===== config.mk =====
export PLATFORM = sky130hd
export DESIGN_NAME = lco_cell
export DESIGN_NICKNAME = d
export VERILOG_FILES = /design/src/lco_pkg.sv /design/src/lco_cell.sv /design/src/lco_function.sv /design/src/lco_sync.sv
export SDC_FILE = /design/constraint.sdc
export NUM_CORES = 1
export LEC_CHECK = 0
export BUFFER_PORTS_ARGS = -buffer_cell sky130_fd_sc_hd__buf_2
export CORE_ASPECT_RATIO = 0.75
export CORE_MARGIN = 5
export CORE_UTILIZATION = 48
export CTS_CLUSTER_DIAMETER = 60
export DETAILED_ROUTE_END_ITERATION = 12
export GPL_TIMING_DRIVEN = 0
export PLACE_DENSITY = 0.88
export RECOVER_POWER = 50
export SLEW_MARGIN = 20
export SYNTH_ARGS = -nofsm -noshare
export SYNTH_HDL_FRONTEND = slang
export SYNTH_HIERARCHICAL = 1
export SYNTH_SLANG_ARGS = --single-unit

===== constraint.sdc =====
create_clock -name pclk -period 2.8 [get_ports pclk]
set_input_delay 0.14 -clock pclk [delete_from_list [all_inputs] [get_ports pclk]]
set_output_delay 0.14 -clock pclk [all_outputs]
set_load 0.005 [all_outputs]

===== src/lco_pkg.sv =====
package lco_pkg;

  // APB register map, byte addresses of aligned 32-bit words.
  localparam int unsigned ADDR_W = 8;
  localparam logic [7:0] OFS_CONTROL = 8'h00;
  localparam logic [7:0] OFS_INVERSION = 8'h04;
  localparam logic [7:0] OFS_MIRROR = 8'h08;
  localparam logic [7:0] OFS_IRQ_STATUS = 8'h0c;
  localparam logic [7:0] OFS_IRQ_MASK = 8'h10;

  // Control register layout, bit 7 down to bit 0.
  typedef struct packed {
    logic cell_on;
    logic pin_drive_enable;
    logic cell_result_bit;
    logic rise_irq_enable;
    logic fall_irq_enable;
    logic [2:0] function_select;
  } lco_control_type;

  localparam logic [7:0] CONTROL_RESET = 8'h00;

  // Inversion register layout.
  localparam int unsigned INV_RESULT_BIT = 7;
  localparam int unsigned INV_GATE_MSB = 3;
  localparam logic [7:0] INV_WRITE_MASK = 8'h8f;

  // Interrupt status and mask layout: one event, the edge flag.
  localparam int unsigned IRQ_EDGE_BIT = 0;
  localparam logic [0:0] IRQ_RESET = 1'h0;

  // Number of cells seen by the output mirror; this cell sits at bit 0.
  localparam int unsigned NUM_CELLS = 2;
  localparam int unsigned OWN_MIRROR_BIT = 0;

  // Function select codes.
  localparam logic [2:0] FN_AND_OR = 3'h0;
  localparam logic [2:0] FN_OR_XOR = 3'h1;
  localparam logic [2:0] FN_AND4 = 3'h2;
  localparam logic [2:0] FN_SR_LATCH = 3'h3;
  localparam logic [2:0] FN_DFF_SR = 3'h4;
  localparam logic [2:0] FN_DFF2_R = 3'h5;
  localparam logic [2:0] FN_JKFF_R = 3'h6;
  localparam logic [2:0] FN_TLATCH_SR = 3'h7;

  // Gate inputs: gate 1 is bit 0, gate 4 is bit 3.
  localparam int unsigned NUM_GATES = 4;
  localparam int unsigned G1 = 0;
  localparam int unsigned G2 = 1;
  localparam int unsigned G3 = 2;
  localparam int unsigned G4 = 3;

  // Bus data width.
  localparam int unsigned DATA_W = 32;

endpackage


===== src/lco_cell.sv =====
// Summary of operation
// - A mirror register returns every cell output sampled in the same cycle.
// - Any reset clears the control register; gate inversion keeps its contents.
// - The cell keeps working from its inputs, independent of processor sleep.
// - Cell on with fast oscillator selected keeps that oscillator running in sleep.
// - Control bit 7 enables the cell; when clear the output is zero.
// - Control bit 6 lets the cell result drive its pin.
// - Control bit 5 reads the final cell output; writes are ignored.
// - Control bit 4 lets a rising output edge set the edge flag.
// - Control bit 3 lets a falling output edge set the edge flag.
// - Codes 7..4 select latch, JK, two-input D and set/reset D functions.
// - Codes 3, 2 and 0 select SR latch, four-input AND and AND-OR.
// - Inversion bit 7 inverts the function output to form the cell output.
// - Inversion bits 3..0 invert gates 4..1 before the function stage.
// - Control and output inversion reset to zero; gate inversion never resets.
// - Either enabled edge sets the flag; a set beats a simultaneous clear.
// - Toggling output inversion makes an edge that interrupts like any other.
// - The function stage takes four gate inputs and gives one output.
//
// Our own choices: the register addresses and the APB interface to the registers.
module lco_cell (
  // Clock and reset
  input wire logic pclk,
  input wire logic presetn,
  // APB slave
  input wire logic psel,
  input wire logic penable,
  input wire logic pwrite,
  input wire logic [7:0] paddr,
  input wire logic [31:0] pwdata,
  output logic [31:0] prdata,
  output logic pready,
  output logic pslverr,
  // Cell inputs from the data gates, other cells and the clock selector
  input wire logic [3:0] gate_in,
  input wire logic [lco_pkg::NUM_CELLS-1:1] peer_result_in,
  input wire logic fast_osc_selected,
  // Cell outputs
  output logic cell_out,
  output logic pin_out,
  output logic pin_drive_en,
  output logic osc_keep_alive,
  output logic irq
);

  lco_pkg::lco_control_type ctrl_r;
  logic result_invert_r;
  logic [3:0] gate_invert_r;
  logic [0:0] status_r;
  logic [0:0] status_nxt;
  logic [0:0] mask_r;
  logic [lco_pkg::NUM_CELLS-1:0] mirror_r;
  logic cell_prev_r;

  logic [3:0] gate_sync;
  logic [lco_pkg::NUM_CELLS-1:1] peer_sync;
  logic [3:0] gate_eff;
  logic func_result;
  logic cell_nxt;
  logic rise_evt;
  logic fall_evt;
  logic edge_evt;

  logic setup_phase;
  logic wr_done;
  logic addr_hit;
  logic [31:0] rd_nxt;
  lco_pkg::lco_control_type ctrl_view;

  // Gate signals and peer outputs come from logic that may run off other
  // clocks or pins, so they cross into pclk before use.
  lco_sync #(
    .W(4)
  ) u_gate_sync (
    .clk(pclk),
    .rst_n(presetn),
    .async_in(gate_in),
    .sync_out(gate_sync)
  );

  lco_sync #(
    .W(lco_pkg::NUM_CELLS - 1)
  ) u_peer_sync (
    .clk(pclk),
    .rst_n(presetn),
    .async_in(peer_result_in),
    .sync_out(peer_sync)
  );

  // Per-gate inversion ahead of the function stage.
  for (genvar g = 0; g < lco_pkg::NUM_GATES; g++) begin : g_gate_inv
    assign gate_eff[g] = gate_sync[g] ^ gate_invert_r[g];
  end

  lco_function u_function (
    .clk(pclk),
    .rst_n(presetn),
    .enable(ctrl_r.cell_on),
    .function_select(ctrl_r.function_select),
    .gate(gate_eff),
    .result(func_result)
  );

  // Final inversion, then the enable forces the output low when off.
  // The path runs from the gate inputs with no dependence on the bus, so the
  // cell keeps producing results whatever software is doing.
  assign cell_nxt = ctrl_r.cell_on & (func_result ^ result_invert_r);

  // Edge detection on the final output; a change of the output inversion
  // bit shows up here as an ordinary output edge.
  assign rise_evt = cell_out & ~cell_prev_r & ctrl_r.rise_irq_enable;
  assign fall_evt = ~cell_out & cell_prev_r & ctrl_r.fall_irq_enable;
  assign edge_evt = rise_evt | fall_evt;

  always_ff @(posedge pclk or negedge presetn) begin
    if (!presetn) begin
      cell_out <= 1'b0;
      cell_prev_r <= 1'b0;
      pin_out <= 1'b0;
      pin_drive_en <= 1'b0;
    end else begin
      cell_out <= cell_nxt;
      cell_prev_r <= cell_out;
      pin_out <= cell_nxt & ctrl_r.pin_drive_enable;
      pin_drive_en <= ctrl_r.pin_drive_enable;
    end
  end

  // The fast oscillator is asked to stay up only while it actually feeds
  // an enabled cell; otherwise sleep current is not wasted.
  always_ff @(posedge pclk or negedge presetn) begin
    if (!presetn) begin
      osc_keep_alive <= 1'b0;
    end else begin
      osc_keep_alive <= ctrl_r.cell_on & fast_osc_selected;
    end
  end

  // All cell outputs are sampled on the same edge.
  always_ff @(posedge pclk or negedge presetn) begin
    if (!presetn) begin
      mirror_r <= '0;
    end else begin
      mirror_r <= {peer_sync, cell_nxt};
    end
  end

  // APB: read data and pready are prepared in the setup cycle, so every
  // access completes in its first access cycle with no wait state.
  assign setup_phase = psel & ~penable;
  assign wr_done = psel & penable & pwrite & pready;

  always_comb begin
    ctrl_view = ctrl_r;
    ctrl_view.cell_result_bit = cell_out;
  end

  always_comb begin
    rd_nxt = '0;
    addr_hit = 1'b1;
    case (paddr)
      lco_pkg::OFS_CONTROL: rd_nxt[7:0] = ctrl_view;
      lco_pkg::OFS_INVERSION: begin
        rd_nxt[lco_pkg::INV_RESULT_BIT] = result_invert_r;
        rd_nxt[lco_pkg::INV_GATE_MSB:0] = gate_invert_r;
      end
      lco_pkg::OFS_MIRROR: rd_nxt[lco_pkg::NUM_CELLS-1:0] = mirror_r;
      lco_pkg::OFS_IRQ_STATUS: rd_nxt[lco_pkg::IRQ_EDGE_BIT] = status_r[0];
      lco_pkg::OFS_IRQ_MASK: rd_nxt[lco_pkg::IRQ_EDGE_BIT] = mask_r[0];
      default: addr_hit = 1'b0;
    endcase
  end

  always_ff @(posedge pclk or negedge presetn) begin
    if (!presetn) begin
      pready <= 1'b0;
      pslverr <= 1'b0;
      prdata <= '0;
    end else begin
      pready <= setup_phase;
      if (setup_phase) begin
        pslverr <= ~addr_hit;
        prdata <= pwrite ? 32'h0000_0000 : rd_nxt;
      end else begin
        pslverr <= 1'b0;
        prdata <= '0;
      end
    end
  end

  // Control register: cleared by every reset; the result bit is never stored.
  always_ff @(posedge pclk or negedge presetn) begin
    if (!presetn) begin
      ctrl_r <= lco_pkg::CONTROL_RESET;
    end else if (wr_done && paddr == lco_pkg::OFS_CONTROL) begin
      ctrl_r <= pwdata[7:0];
      ctrl_r.cell_result_bit <= 1'b0;
    end
  end

  // Output inversion resets with the control register.
  always_ff @(posedge pclk or negedge presetn) begin
    if (!presetn) begin
      result_invert_r <= 1'b0;
    end else if (wr_done && paddr == lco_pkg::OFS_INVERSION) begin
      result_invert_r <= pwdata[lco_pkg::INV_RESULT_BIT];
    end
  end

  // Gate inversion has no reset: it is unknown after power-up and keeps
  // its value across later resets, so software must program it.
  always_ff @(posedge pclk) begin
    if (wr_done && paddr == lco_pkg::OFS_INVERSION) begin
      gate_invert_r <= pwdata[lco_pkg::INV_GATE_MSB:0];
    end
  end

  // Sticky edge flag, cleared by writing one; a new edge wins the clear.
  always_comb begin
    status_nxt = status_r;
    if (wr_done && paddr == lco_pkg::OFS_IRQ_STATUS) begin
      status_nxt[0] = status_r[0] & ~pwdata[lco_pkg::IRQ_EDGE_BIT];
    end
    if (edge_evt) begin
      status_nxt[0] = 1'b1;
    end
  end

  always_ff @(posedge pclk or negedge presetn) begin
    if (!presetn) begin
      status_r <= lco_pkg::IRQ_RESET;
      mask_r <= lco_pkg::IRQ_RESET;
      irq <= 1'b0;
    end else begin
      status_r <= status_nxt;
      if (wr_done && paddr == lco_pkg::OFS_IRQ_MASK) begin
        mask_r[0] <= pwdata[lco_pkg::IRQ_EDGE_BIT];
      end
      irq <= status_r[0] & mask_r[0];
    end
  end

endmodule // lco_cell


===== src/lco_function.sv =====
module lco_function (
  // Clock and reset
  input wire logic clk,
  input wire logic rst_n,
  // Configuration
  input wire logic enable,
  input wire logic [2:0] function_select,
  // Gate outputs after gate inversion
  input wire logic [3:0] gate,
  // Function stage output
  output logic result
);

  logic q_r;
  logic q_nxt;
  logic clk_gate_prev_r;
  logic clk_rise;
  logic set_in;
  logic rst_in;

  // Gate 1 acts as the clock of the flip-flop modes; its rising edge is
  // found against the previous sample, so sequential modes see it one
  // cycle late relative to the combinational ones.
  assign clk_rise = gate[lco_pkg::G1] & ~clk_gate_prev_r;
  assign set_in = gate[lco_pkg::G4];
  assign rst_in = gate[lco_pkg::G3];

  always_comb begin
    q_nxt = q_r;
    case (function_select)
      lco_pkg::FN_SR_LATCH: begin
        if (gate[lco_pkg::G3] | gate[lco_pkg::G4]) begin
          q_nxt = 1'b0;
        end else if (gate[lco_pkg::G1] | gate[lco_pkg::G2]) begin
          q_nxt = 1'b1;
        end
      end
      lco_pkg::FN_DFF_SR: begin
        if (rst_in) begin
          q_nxt = 1'b0;
        end else if (set_in) begin
          q_nxt = 1'b1;
        end else if (clk_rise) begin
          q_nxt = gate[lco_pkg::G2];
        end
      end
      lco_pkg::FN_DFF2_R: begin
        if (rst_in) begin
          q_nxt = 1'b0;
        end else if (clk_rise) begin
          q_nxt = gate[lco_pkg::G2] & gate[lco_pkg::G4];
        end
      end
      lco_pkg::FN_JKFF_R: begin
        if (rst_in) begin
          q_nxt = 1'b0;
        end else if (clk_rise) begin
          case ({gate[lco_pkg::G2], gate[lco_pkg::G4]})
            2'h1: q_nxt = 1'b0;
            2'h2: q_nxt = 1'b1;
            2'h3: q_nxt = ~q_r;
            default: q_nxt = q_r;
          endcase
        end
      end
      lco_pkg::FN_TLATCH_SR: begin
        if (rst_in) begin
          q_nxt = 1'b0;
        end else if (set_in) begin
          q_nxt = 1'b1;
        end else if (gate[lco_pkg::G1]) begin
          q_nxt = gate[lco_pkg::G2];
        end
      end
      default: q_nxt = q_r;
    endcase
  end

  // Stored state is cleared while the cell is off so that it restarts clean.
  always_ff @(posedge clk or negedge rst_n) begin
    if (!rst_n) begin
      q_r <= 1'b0;
      clk_gate_prev_r <= 1'b0;
    end else begin
      clk_gate_prev_r <= gate[lco_pkg::G1];
      q_r <= enable ? q_nxt : 1'b0;
    end
  end

  // Exactly four gate inputs feed one output.
  always_comb begin
    case (function_select)
      lco_pkg::FN_AND_OR: begin
        result = (gate[lco_pkg::G1] & gate[lco_pkg::G2]) | (gate[lco_pkg::G3] & gate[lco_pkg::G4]);
      end
      lco_pkg::FN_OR_XOR: begin
        result = (gate[lco_pkg::G1] | gate[lco_pkg::G2]) ^ (gate[lco_pkg::G3] | gate[lco_pkg::G4]);
      end
      lco_pkg::FN_AND4: begin
        result = &gate;
      end
      default: result = q_r;
    endcase
  end

endmodule // lco_function


===== src/lco_sync.sv =====
module lco_sync #(
  parameter int unsigned W = 1
) (
  // Clock and reset
  input wire logic clk,
  input wire logic rst_n,
  // Asynchronous inputs
  input wire logic [W-1:0] async_in,
  // Filtered, synchronised outputs
  output logic [W-1:0] sync_out
);

  // A change is taken only when the second and third stages agree, which
  // also rejects single-cycle glitches on the pins.
  for (genvar i = 0; i < W; i++) begin : g_bit
    logic s1_r;
    logic s2_r;
    logic s3_r;
    always_ff @(posedge clk or negedge rst_n) begin
      if (!rst_n) begin
        s1_r <= 1'b0;
        s2_r <= 1'b0;
        s3_r <= 1'b0;
        sync_out[i] <= 1'b0;
      end else begin
        s1_r <= async_in[i];
        s2_r <= s1_r;
        s3_r <= s2_r;
        if (s2_r == s3_r) begin
          sync_out[i] <= s3_r;
        end
      end
    end
  end

endmodule // lco_sync


==> flow_summary.json <==
{
  "finalCriticalPeriod_ps": 2300,
  "routedWlPerCell_um": 13.3,
  "met2_usage_pct": 20.4,
  "finalSetupTns_ps": 0,
  "worst_ep_required_time_ps": 3010,
  "numCtsBuffers": 5,
  "cts.sinks": 53,
  "gp_congestion": 0.809,
  "clock_skew_ps": 15.2,
  "maxSlewHeadroom_pct": 23.3,
  "crit_arrival_ps": 2510,
  "synth_most_common_cell": "dfrtp_1",
  "grt_overflow_total": 0,
  "grt_pass1_wl_mm": 6.81,
  "fp.dieArea_um2": 6240,
  "fillers": 350,
  "antenna_cells": 0,
  "cap_violations": 0,
  "end_kind": "flip-flop",
  "clkTransAtPathRegs_ps": 100,
  "clk_path_buf_depth": 2,
  "syn-mean-instance-area_um2": 12.9,
  "ctsResizeCount": 0,
  "gr-max-usage-layer": "met2",
  "finalSetupViolCount": 0,
  "portBuffers": 39,
  "cts_hold_buf": 7,
  "place_hpwl_mm": 3.02,
  "slew_violations": 0,
  "die_h_um": 69.7,
  "vias": 1498,
  "initial_core_util_pct": 50.4,
  "core_um2": 4520,
  "grt_pass1_vias": 1402,
  "period_share_pct": 82.3,
  "drive_gt1_share_pct": 33.3,
  "grt_max_degree": 50,
  "ios": 90,
  "drtIter0Drc": 149,
  "cp-start-kind": "flip-flop",
  "drtAntennaViolNets": 0,
  "grt_usage_pct": 14.3,
  "worst_pin_slew_ps": 1150,
  "power.total_mw": 1.40,
  "postCtsSetupRepairBufs": 0,
  "synth_top_area_share_pct": 53.8,
  "clockRootBuffer": "clkbuf_8",
  "grtUsageMet1_pct": 19.7,
  "num_rows": 21,
  "synthTopCellsByCount": "dfrtp_1 (49), buf_4 (24), mux2_2 (9)",
  "path_max_fanout": 7,
  "synthTopCellsByArea": "dfrtp_1 (54%), buf_4 (7.9%), edfxtp_1 (5.3%)",
  "synthCells": 177,
  "timing.fmax_ghz": 0.434,
  "insertion_delay_ps": 320,
  "peakVddDrop_mv": 0.318,
  "htree_levels": 2,
  "nNetsFinal": 306,
  "synthFlopType": "dfrtp_1",
  "p_leak_nw": 1.41,
  "outcome": "finished clean",
  "synth-edff-count": 4,
  "place_worst_setup_slack_ps": 538,
  "setup_slack_ps": 495,
  "ys_ff_latch": 53,
  "synth.distinct_cells": 41,
  "use_met3_pct": 4.99,
  "die_x_um": 89.5,
  "finalHoldViolations": 0,
  "antenna_found_initial": 0,
  "worstSetupPathType": "flip-flop to flip-flop",
  "synth_seq_area_share_pct": 59.1,
  "cts_tree": "done",
  "viasPerCell": 4.80,
  "finalWirelength_mm": 4.14,
  "hold_path.class": "input port to flip-flop",
  "drt_first_pass_iters": 4,
  "area_growth_pct": 23.1,
  "netlist_area_um2": 2280,
  "yosys_warnings": 6,
  "rsz0062_at_grt": "no",
  "yosysTopAreaCell": "dfrtp_1",
  "p_per_area_nw_per_um2": 498,
  "drc_errors": 0,
  "synth-async-reset-ratio_pct": 92.5,
  "final_util_pct": 62.0
}
## logic make-up after synthesis
| family | share of synthesized area, % |
|---|---|
| mux | 7.09 |
| buf+inv | 8.90 |
| compound gates | 5.99 |
| other cells | 0.165 |
| xor+xnor | 1.92 |
| fa+ha+maj | 3.02 |
| simple gates | 13.8 |
| flops | 59.1 |
## critical path: stages (launching register included)
cell and delay [ps]:
edfxtp_1 420, xor2_1 420, nor2_1 120, ha_1 290, o21ai_0 150, o31ai_1 90, o32a_1 350, xor2_1 180
and3_1 190
## state kept, by name, indices dropped and copies added, names as in the netlist, 2 cells and up
register,count
gate_invert_r,4
mirror_r,2
u_gate_sync/sync_out,4
ctrl_r,7
u_gate_sync/g_bit.s2_r,4
prdata,8
u_gate_sync/g_bit.s3_r,4
u_gate_sync/g_bit.s1_r,4
## power by group
group	total [mW]	switching [mW]	internal (mW)
registers	0.808	0.0118	0.796
logic	0.137	0.0687	0.0683
clock network	0.451	0.264	0.187
total	1.40	0.345	1.05
## cells in the final DEF, fill, tap and decap left out, drive strengths merged, types with 5 or more instances in the layout
cell,Yosys,routed
dlygate4sd3,0,8
nor2,8,8
mux2i,6,6
and3,5,5
clkbuf,3,11
mux2,9,9
buf,25,61
xor2,5,5
dfrtp,49,49
maj3,5,5
conb,1,24
o21ai,5,5
nand2,6,6
## worst paths after layout
path	start	depth (start not counted)	to	slack, ps
worst max register to register	gate_invert_r[3]	8	pin_out	500
max in group asynchronous	presetn	2	u_gate_sync/g_bit[2].s2_r	1510
min in group asynchronous	presetn	2	u_gate_sync/g_bit[1].s1_r	580
worst min-delay path	pwdata[3]	1	gate_invert_r[3]	20
worst min register to register	u_gate_sync/g_bit[3].s1_r	0	u_gate_sync/g_bit[3].s2_r	360
worst max-delay path	gate_invert_r[3]	8	pin_out	500
## layout make-up
| type | instances | area (um2) | share of cell area (%) |
|---|---|---|---|
| Sequential cell | 53 | 1350 | 48.0 |
| Multi-Input combinational cell | 119 | 808 | 28.8 |
| Timing Repair Buffer | 47 | 273 | 9.73 |
| Buffer | 28 | 203 | 7.23 |
| Tap cell | 57 | 71.3 | 2.54 |
| Clock buffer | 5 | 68.8 | 2.45 |
| Clock inverter | 3 | 33.8 | 1.20 |
## metrics by stage
stage / area (um2) / instances / hold slack, ps
6_report: 2800 / 312 / 21.6
5_1_grt: 2800 / 312 / 2.31
4_1_cts: 2800 / 311 / 10.6
3_5_place_dp: 2630 / 296 / 250
3_3_place_gp: 2630 / 296 / 248
2_1_floorplan: 2360 / 200 / -156
## layer usage
| metal | wire [um] | vias to the layer above |
|---|---|---|
| met5 | 0 | - |
| met4 | 44 | 0 |
| met3 | 338 | 5 |
| met2 | 1930 | 65 |
| met1 | 1830 | 698 |
| li1 | - | 730 |
No activity file was read; power rests on OpenSTA's default activity.
